<file path="src/core/nvc_pkg.sv">
// Purpose: Shared constants for the memory command controller
// Assumes: 32-bit AHB-Lite word per register, byte address = index * 4
// Notes:   Register indexes below keep the printed offsets
package nvc_pkg;

  // Register indexes; byte address is index shifted left by two
  localparam logic [5:0] IDX_COMMAND  = 6'h00;
  localparam logic [5:0] IDX_PROTECT  = 6'h01;
  localparam logic [5:0] IDX_STATUS   = 6'h02;
  localparam logic [5:0] IDX_IRQ_EN   = 6'h03;
  localparam logic [5:0] IDX_IRQ_FLAG = 6'h04;
  localparam logic [5:0] IDX_VALUE    = 6'h06;
  localparam logic [5:0] IDX_LOCATION = 6'h08;
  localparam logic [5:0] IDX_KEY      = 6'h0A;

  // Field positions
  localparam int CMD_W          = 3;
  localparam int BIT_APP_GUARD  = 0;
  localparam int BIT_BOOT_LOCK  = 1;
  localparam int BIT_FL_ACTIVE  = 0;
  localparam int BIT_EE_ACTIVE  = 1;
  localparam int BIT_FAULT      = 2;
  localparam int BIT_EE_IDLE    = 0;

  // Command codes
  localparam logic [2:0] CMD_NONE      = 3'h0;
  localparam logic [2:0] CMD_PAGE_PROG = 3'h1;
  localparam logic [2:0] CMD_PAGE_WIPE = 3'h2;
  localparam logic [2:0] CMD_WIPE_PROG = 3'h3;
  localparam logic [2:0] CMD_BUF_RESET = 3'h4;
  localparam logic [2:0] CMD_FULL_WIPE = 3'h5;
  localparam logic [2:0] CMD_EE_WIPE   = 3'h6;
  localparam logic [2:0] CMD_CFG_PROG  = 3'h7;

  // Reset values
  localparam logic [7:0]  RST_BYTE = 8'h00;
  localparam logic [15:0] RST_WORD = 16'h0000;

  // Key value unlocking the command register
  localparam logic [7:0] SELF_PROGRAM_KEY = 8'h9D;

  // Timing counts in CPU cycles (one instruction taken as one cycle)
  localparam logic [2:0] KEY_WINDOW_CYCLES = 3'h4;
  localparam logic [2:0] BUF_RESET_CYCLES  = 3'h7;

endpackage

</file>
<file path="src/core/nvc_ctrl.sv">
// Purpose: Command, protection and status control for flash and EEPROM
// Assumes: AHB-Lite word accesses only; memory arrays report done pulses
// Notes:   Reads insert one wait state, writes none
// Functional notes
// Three-bit command field decoded to eight actions
// Software writes key before command, within four
// Chip erase spares EEPROM when preserve fuse set
// Fuse write accepted only from debug port
// Locked boot section reads and fetches zero
// Boot lock written only from boot; reset clears
// Boot lock acts after leaving boot section
// Application guard blocks writes; set-only until reset
// Write error flags failed last operation
// EEPROM active bit while EEPROM runs command
// Flash active bit while flash runs command
// EEPROM idle interrupt level, enable bit zero
// Software enables interrupt late, disables in handler
// Writing one clears flag; zero ignored
// Enabled idle interrupt requests immediately and continuously
// Sixteen-bit value register feeds fuse writes
// Sixteen-bit location register selects target memory
// Buffer clear fills ones, halts CPU seven cycles
// Debug port loads location, value, then command
// Command writes without key are ignored
// Interrupt held while enabled and flag set
// Unused bits read zero, writes ignored
module nvc_ctrl
#(
  parameter logic [15:0] EE_BASE    = 16'h1400,
  parameter logic [15:0] EE_SIZE    = 16'h0080,
  parameter logic [15:0] FL_BASE    = 16'h8000,
  parameter logic [15:0] BOOT_SIZE  = 16'h0200
)
(
  input  wire logic                 hclk,
  input  wire logic                 hresetn,
  input  wire logic                 hsel,
  input  wire logic [31:0]          haddr,
  input  wire logic [1:0]           htrans,
  input  wire logic                 hwrite,
  input  wire logic [2:0]           hsize,
  input  wire logic [31:0]          hwdata,
  input  wire logic                 hready,
  output logic                      hreadyout,
  output logic                      hresp,
  output logic [31:0]               hrdata,
  input  wire logic                 dbg_access,
  input  wire logic                 exec_in_boot,
  input  wire logic                 eeprom_preserve_fuse,
  input  wire logic                 buf_wr,
  input  wire logic [15:0]          buf_wr_addr,
  input  wire logic                 buf_mixed,
  input  wire logic                 flash_done,
  input  wire logic                 eeprom_done,
  input  wire logic                 op_failed,
  input  wire logic                 mem_rd_boot,
  input  wire logic [15:0]          mem_rd_word,
  output logic [15:0]               mem_rd_gated,
  output logic                      boot_lock_active,
  output logic                      op_start,
  output logic [nvc_pkg::CMD_W-1:0] op_code,
  output logic                      op_on_flash,
  output logic                      op_on_eeprom,
  output logic [15:0]               op_location,
  output logic [15:0]               op_value,
  output logic                      buf_reset,
  output logic                      cpu_halt,
  output logic                      irq
);
  import nvc_pkg::*;

  typedef struct packed {
    logic              hready;
    logic [31:0]       hrdata;
    logic              rd_pend;
    logic              wr_pend;
    logic              wr_dbg;
    logic [5:0]        idx;
    logic [CMD_W-1:0]  cmd;
    logic [2:0]        key_cnt;
    logic              boot_lock;
    logic              boot_pend;
    logic              app_guard;
    logic              fault;
    logic              fl_busy;
    logic              ee_busy;
    logic              ee_halt;
    logic              irq_en;
    logic              irq_flag;
    logic              irq;
    logic [15:0]       value;
    logic [15:0]       location;
    logic              op_start;
    logic [CMD_W-1:0]  op_code;
    logic              op_fl;
    logic              op_ee;
    logic [2:0]        halt_cnt;
    logic              halt;
    logic              buf_reset;
    logic [15:0]       rd_gated;
  } nvc_state_t;

  nvc_state_t st_ff;
  nvc_state_t nxt_st;

  logic              addr_phase;
  logic              tgt_ee;
  logic              tgt_fl;
  logic              tgt_app;
  logic              any_busy;
  logic [CMD_W-1:0]  wr_cmd;
  logic              cmd_write;
  logic              key_write;

  assign addr_phase = hsel && htrans[1] && hready;
  assign tgt_ee     = (st_ff.location >= EE_BASE) && (st_ff.location < EE_BASE + EE_SIZE);
  assign tgt_fl     = (st_ff.location >= FL_BASE);
  assign tgt_app    = tgt_fl && (st_ff.location >= FL_BASE + BOOT_SIZE);
  assign any_busy   = st_ff.fl_busy || st_ff.ee_busy || (st_ff.halt_cnt != 3'h0);
  assign wr_cmd     = hwdata[CMD_W-1:0];
  assign cmd_write  = st_ff.wr_pend && (st_ff.idx == IDX_COMMAND);
  assign key_write  = st_ff.wr_pend && (st_ff.idx == IDX_KEY)
                      && (hwdata[7:0] == SELF_PROGRAM_KEY);

  // Read view of the register file; unused bits stay zero
  function automatic logic [31:0] read_reg(input nvc_state_t s, input logic [5:0] i);
    logic [31:0] r;
    r = 32'h0000_0000;
    unique case (i)
      IDX_COMMAND:  r[CMD_W-1:0] = s.cmd;
      IDX_PROTECT:
      begin
        r[BIT_BOOT_LOCK] = s.boot_lock | s.boot_pend;
        r[BIT_APP_GUARD] = s.app_guard;
      end
      IDX_STATUS:
      begin
        r[BIT_FAULT]     = s.fault;
        r[BIT_EE_ACTIVE] = s.ee_busy;
        r[BIT_FL_ACTIVE] = s.fl_busy;
      end
      IDX_IRQ_EN:   r[BIT_EE_IDLE] = s.irq_en;
      IDX_IRQ_FLAG: r[BIT_EE_IDLE] = s.irq_flag;
      IDX_VALUE:    r[15:0] = s.value;
      IDX_LOCATION: r[15:0] = s.location;
      default:      r = 32'h0000_0000;
    endcase
    return r;
  endfunction

  always_comb
  begin
    nxt_st           = st_ff;
    nxt_st.op_start  = 1'b0;
    nxt_st.buf_reset = 1'b0;
    nxt_st.wr_pend   = 1'b0;
    nxt_st.rd_pend   = 1'b0;
    nxt_st.hready    = 1'b1;

    // Bus address phase; a read waits one cycle so earlier writes are seen
    if (st_ff.rd_pend)
    begin
      nxt_st.hrdata = read_reg(st_ff, st_ff.idx);
    end
    if (addr_phase)
    begin
      nxt_st.idx     = haddr[7:2];
      nxt_st.wr_dbg  = dbg_access;
      nxt_st.wr_pend = hwrite;
      nxt_st.rd_pend = !hwrite;
      nxt_st.hready  = hwrite;
    end

    // Key window counts down one cycle at a time
    if (st_ff.key_cnt != 3'h0)
    begin
      nxt_st.key_cnt = st_ff.key_cnt - 3'h1;
    end
    if (key_write)
    begin
      nxt_st.key_cnt = KEY_WINDOW_CYCLES;
    end

    // Completion of array operations
    if (flash_done)
    begin
      nxt_st.fl_busy = 1'b0;
    end
    if (eeprom_done)
    begin
      nxt_st.ee_busy = 1'b0;
      nxt_st.ee_halt = 1'b0;
    end
    if ((flash_done || eeprom_done) && op_failed)
    begin
      nxt_st.fault = 1'b1;
    end
    if ((flash_done || eeprom_done) && !(nxt_st.fl_busy || nxt_st.ee_busy))
    begin
      nxt_st.cmd = CMD_NONE;
    end

    // Buffer clear stall
    if (st_ff.halt_cnt != 3'h0)
    begin
      nxt_st.halt_cnt = st_ff.halt_cnt - 3'h1;
    end
    if (st_ff.halt_cnt == 3'h1)
    begin
      nxt_st.cmd = CMD_NONE;
    end

    // Register writes in the data phase
    if (st_ff.wr_pend)
    begin
      unique case (st_ff.idx)
        IDX_PROTECT:
        begin
          if (hwdata[BIT_APP_GUARD])
          begin
            nxt_st.app_guard = 1'b1;
          end
          if (hwdata[BIT_BOOT_LOCK] && exec_in_boot && !st_ff.boot_lock)
          begin
            nxt_st.boot_pend = 1'b1;
          end
        end
        IDX_IRQ_EN:
        begin
          nxt_st.irq_en = hwdata[BIT_EE_IDLE];
        end
        IDX_VALUE:
        begin
          nxt_st.value = hwdata[15:0];
        end
        IDX_LOCATION:
        begin
          nxt_st.location = hwdata[15:0];
        end
        default:
        begin
        end
      endcase
    end

    // Command issue; without an open key window nothing changes
    if (cmd_write && (st_ff.key_cnt != 3'h0))
    begin
      nxt_st.key_cnt = 3'h0;
      nxt_st.op_code = wr_cmd;
      nxt_st.op_fl   = 1'b0;
      nxt_st.op_ee   = 1'b0;
      unique case (wr_cmd)
        CMD_NONE:
        begin
          nxt_st.cmd = CMD_NONE;
        end
        CMD_PAGE_PROG, CMD_PAGE_WIPE, CMD_WIPE_PROG:
        begin
          // Location selects the array
          if (any_busy || buf_mixed || !(tgt_ee || tgt_fl)
              || (tgt_app && st_ff.app_guard))
          begin
            nxt_st.fault = 1'b1;
          end
          else
          begin
            nxt_st.fault    = 1'b0;
            nxt_st.cmd      = wr_cmd;
            nxt_st.op_start = 1'b1;
            nxt_st.op_ee    = tgt_ee;
            nxt_st.op_fl    = !tgt_ee;
            nxt_st.ee_busy  = tgt_ee;
            nxt_st.fl_busy  = !tgt_ee;
          end
        end
        CMD_BUF_RESET:
        begin
          // Taken even while an array is busy; the buffer is set to ones by the array side
          nxt_st.cmd       = wr_cmd;
          nxt_st.fault     = 1'b0;
          nxt_st.buf_reset = 1'b1;
          nxt_st.halt_cnt  = BUF_RESET_CYCLES;
        end
        CMD_FULL_WIPE:
        begin
          if (any_busy)
          begin
            nxt_st.fault = 1'b1;
          end
          else
          begin
            nxt_st.fault    = 1'b0;
            nxt_st.cmd      = wr_cmd;
            nxt_st.op_start = 1'b1;
            nxt_st.op_fl    = 1'b1;
            nxt_st.fl_busy  = 1'b1;
            nxt_st.op_ee    = !eeprom_preserve_fuse;
            nxt_st.ee_busy  = !eeprom_preserve_fuse;
          end
        end
        CMD_EE_WIPE:
        begin
          if (any_busy)
          begin
            nxt_st.fault = 1'b1;
          end
          else
          begin
            nxt_st.fault    = 1'b0;
            nxt_st.cmd      = wr_cmd;
            nxt_st.op_start = 1'b1;
            nxt_st.op_ee    = 1'b1;
            nxt_st.ee_busy  = 1'b1;
            nxt_st.ee_halt  = 1'b1;
          end
        end
        CMD_CFG_PROG:
        begin
          // Processor attempts are refused and flagged
          if (any_busy || !st_ff.wr_dbg)
          begin
            nxt_st.fault = 1'b1;
          end
          else
          begin
            nxt_st.fault    = 1'b0;
            nxt_st.cmd      = wr_cmd;
            nxt_st.op_start = 1'b1;
            nxt_st.op_ee    = 1'b1;
            nxt_st.ee_busy  = 1'b1;
          end
        end
      endcase
    end

    // Array side updates the last touched location
    if (buf_wr)
    begin
      nxt_st.location = buf_wr_addr;
    end

    // Lock becomes active once boot code has been left
    if (st_ff.boot_pend && !exec_in_boot)
    begin
      nxt_st.boot_lock = 1'b1;
      nxt_st.boot_pend = 1'b0;
    end

    // Flag follows EEPROM idle; a set beats a same-cycle clear
    if (st_ff.wr_pend && (st_ff.idx == IDX_IRQ_FLAG) && hwdata[BIT_EE_IDLE])
    begin
      nxt_st.irq_flag = 1'b0;
    end
    if (!st_ff.ee_busy)
    begin
      nxt_st.irq_flag = 1'b1;
    end
    nxt_st.irq = st_ff.irq_en && st_ff.irq_flag;

    // Locked boot reads return zero
    nxt_st.rd_gated = (st_ff.boot_lock && mem_rd_boot) ? RST_WORD : mem_rd_word;

    nxt_st.halt = nxt_st.fl_busy || nxt_st.ee_halt || (nxt_st.halt_cnt != 3'h0);
  end

  always_ff @(posedge hclk or negedge hresetn)
  begin
    if (!hresetn)
    begin
      st_ff        <= '0;
      st_ff.hready <= 1'b1;
    end
    else
    begin
      st_ff <= nxt_st;
    end
  end

  assign hreadyout        = st_ff.hready;
  assign hresp            = 1'b0 & st_ff.hready;
  assign hrdata           = st_ff.hrdata;
  assign mem_rd_gated     = st_ff.rd_gated;
  assign boot_lock_active = st_ff.boot_lock;
  assign op_start         = st_ff.op_start;
  assign op_code          = st_ff.op_code;
  assign op_on_flash      = st_ff.op_fl;
  assign op_on_eeprom     = st_ff.op_ee;
  assign op_location      = st_ff.location;
  assign op_value         = st_ff.value;
  assign buf_reset        = st_ff.buf_reset;
  assign cpu_halt         = st_ff.halt;
  assign irq              = st_ff.irq;
endmodule

</file>
<file path="config.mk">
export PLATFORM = sky130hd
export DESIGN_NAME = nvc_ctrl
export DESIGN_NICKNAME = d
export VERILOG_FILES = /design/src/core/nvc_pkg.sv /design/src/core/nvc_ctrl.sv
export SDC_FILE = /design/constraint.sdc
export NUM_CORES = 1
export LEC_CHECK = 0
export ABC_CLOCK_PERIOD_IN_PS = 4600
export BUFFER_PORTS_ARGS = -buffer_cell sky130_fd_sc_hd__buf_2
export CAP_MARGIN = 10
export CORE_MARGIN = 2
export CORE_UTILIZATION = 31
export CTS_CLUSTER_SIZE = 14
export DETAILED_ROUTE_END_ITERATION = 10
export PLACE_DENSITY = 0.51
export SYNTH_ARGS = -nofsm -noshare
export SYNTH_HDL_FRONTEND = slang
export SYNTH_SLANG_ARGS = --single-unit
</file>
<file path="constraint.sdc">
create_clock -name hclk -period 4.6 [get_ports hclk]
set_input_delay 0.69 -clock hclk [delete_from_list [all_inputs] [get_ports hclk]]
set_output_delay 0.69 -clock hclk [all_outputs]
set_load 0.03 [all_outputs]
</file>
==> run metrics <==
first-pass GRT wire length=20,600 um; DRC=0; die height=133 um; reg-to-reg setup timing slack=1.96 ns; die area=0.0178 mm2; Synth Area in Simple Gates=13.9%; reg2reg path depth=4; Worst Tran Pin Value=1.09 ns; sequential element share of the synthesized area=48.7%; relative slew slack=27.1%; htree depth=3; post-synthesis compound-gate area fraction=11.1%; CP Cell Sequence=nor4_4 -> and3_1 -> nand2_4 -> mux2_4; Area Overhead vs Synth=12.1%; Max Slew Vio Count=0; area of the mapped netlist=0.00519 mm2; final worst slack=1.96 ns; Yosys Warn Count=0; CTS clk-pin slew, worst paths=0.07 ns; worst skew pair latency=0.35 ns; CP max-delay cell=and3_1; Final Cycle Share=57.3%; commonest non-fill, non-tap cell in the layout=buf_2; TNS Setup=0 ns; synthesized flop and latch total=101; Max-Cap Viols=0; critical path data arrival time=2.87 ns; Die Width=133 um; Routed Antenna Nets=0; gpl congestion=0.833; largest family of logic cells by synthesized area=buffers and inverters; post-CTS setup buffers=0; Critical path buffers and inverters=0; most frequent cells in the layout=buf_2, dfrtp_1, nand2_1; startpoint type of the worst setup path=flop; share of cells above drive strength 1=34.0%; reg2reg start=st_ff[78]; hold buffer count at cts=0; Max Buffers Root-to-Sink=2; worst min-delay path category=input port to asynchronous set/reset pin; TritonCTS Buffers=9; number of fill cells=1,694; TritonRoute pass-1 iters=4; Mapped Avg Cell Area=10.3 um2; via count of the first global-routing pass=3,629; largest stage delay on the critical path=0.73 ns; row cnt=47; dpl ws=1.97 ns; CTS tree=done; Synth area leader=dfrtp_1; Leak Pwr=2.81 nW; Power Density=432 mW/mm2; number of flops mapped to enable cells by yosys=0; RSZ-0062 raised after global routing=no; initial core utilization=31.5%; status=complete, no violations; I/O Pins=207; gr ovfl total=0; post-DR wirelength/cell=16.7 um; final hold violation count=0; CP Max Fanout=17; Ant. Diodes=0; Hold Slack=0.467 ns; endpoints failing setup=0; asr flop ratio synth=100%; post-synth top area share=48.2%; Cells after Synth=502; Synth area leaders=dfrtp_1, buf_4, mux2i_1, mux2_2, nand2_1; CORE AREA=0.0165 mm2; number of vias per cell=4.65; upper clock frequency limit=379 MHz; CP delay by family, top=simple AND/OR/NAND/NOR gates; post-CTS resize count=0; gr usage total=15.2%; Netlist cell types=56; hpwl dp=9780 um; Final Total Pwr=2.51 mW; NumNets Final=689; most used flip-flop cell after synthesis=dfrtp_1; VDD IR max=0.214 mV; xor-xnor portion of the synthesized cell area=0.169%; routed wire length=13,300 um; fin crit period=2.64 ns; initial drt markers=288; endpoint type of the worst setup path=flop; initial antenna violation count=1; mux share of post-synthesis cell area=9.66%; clk sinks=101; CP Data Required Time=4.83 ns; Root Driver=clkbuf_16; reg-to-reg critical path endpoint=op_value[12]; Synth Area in Adders=1.20%; via count=3,695; Crit Path Class=flop to flop; IO Port Bufs=143; Clock Skew=0.00595 ns; largest net degree at the start of global routing=68
-- where the power goes --
| group | internal, mW | total [mW] | switching [mW] |
|---|---|---|---|
| logic | 0.225 | 0.639 | 0.414 |
| registers | 1.00 | 1.11 | 0.106 |
| clock network | 0.436 | 0.767 | 0.331 |
| total | 1.66 | 2.51 | 0.851 |
-- synth_stat cells (3+ instances only) --
| master | number |
|---|---|
| and2_1 | 18 |
| ha_1 | 5 |
| buf_4 | 87 |
| nand2b_1 | 6 |
| mux2_2 | 15 |
| nor4_1 | 3 |
| buf_2 | 3 |
| nand2_1 | 45 |
| a21oi_1 | 23 |
| inv_1 | 15 |
| clkbuf_1 | 13 |
| mux2i_1 | 19 |
| a22oi_1 | 15 |
| o21ai_0 | 28 |
| nand3_1 | 6 |
| dfrtp_1 | 100 |
| o22ai_1 | 5 |
| nor2_1 | 32 |
| nor3_1 | 7 |
| mux2_4 | 8 |
| a31oi_1 | 3 |
| o211ai_1 | 3 |
| a221oi_1 | 3 |
-- worst max-delay path by stage --
stage                     depth (start not counted)  startpoint  slack (ns)           end
after floorplan                                   7   st_ff[18]        2.61     st_ff[72]
after global placement                            4   st_ff[78]        2.01  op_value[12]
after detailed placement                          4   st_ff[78]        1.97  op_value[12]
after CTS                                         4   st_ff[78]        1.96  op_value[12]
after global routing                              4   st_ff[78]        1.80  op_value[11]
final                                             4   st_ff[78]        1.96  op_value[12]
-- worst reg2reg max path: stages (launching register included) --
cell and delay, ns:
dfrtp_1 0.47, nor4_4 0.57, and3_1 0.73, nand2_4 0.36, mux2_4 0.39
-- logic make-up (layout without fill, tap and decap cells) --
kind of cell / after synthesis / after routing
adders and majority gates: 5 / 5
DFF: 101 / 101
and+or+nand+nor: 137 / 137
muxes: 43 / 43
xor gates and xnor gates: 1 / 1
buffers and inverters: 120 / 176
other: 1 / 17
AOI/OAI and AO/OA: 94 / 94
-- per-layer routing --
metal / wire (um) / vias up / global-route usage [%]
met2: 6080 / 128 / 23.2
met4: 343 / 2 / 7.21
met3: 646 / 20 / 2.78
met5: 7 / - / 0
met1: 6180 / 1794 / 20.8
li1: - / 1751 / -
-- sequential cells by signal, summed over array words and instances (netlist names) --
register and cells:
st_ff 26, hrdata 16, mem_rd_gated 16, op_location 16, op_value 16, op_code 3, boot_lock_active 1, buf_reset 1
cpu_halt 1, hreadyout 1, irq 1, op_on_eeprom 1, op_on_flash 1, op_start 1
-- area by class of cell --
cell class | instances | area (um2) | share of cell area (%)
Clock inverter | 4 | 47.5 | 0.817
Tap cell | 220 | 275 | 4.73
Multi-Input combinational cell | 297 | 1940 | 33.2
Inverter | 15 | 56.3 | 0.967
Timing Repair Buffer | 145 | 733 | 12.6
Clock buffer | 12 | 246 | 4.23
Sequential cell | 101 | 2530 | 43.4
-- per-stage QoR --
step                util [%]  instances  area (um2)
finish                  35.4        794        5820
global route            35.4        794        5820
CTS                     35.4        794        5820
detailed placement      33.6        778        5530
global placement        33.6        778        5530
floorplan                  -        518        5250
No activity file was read; power rests on OpenSTA's default activity.
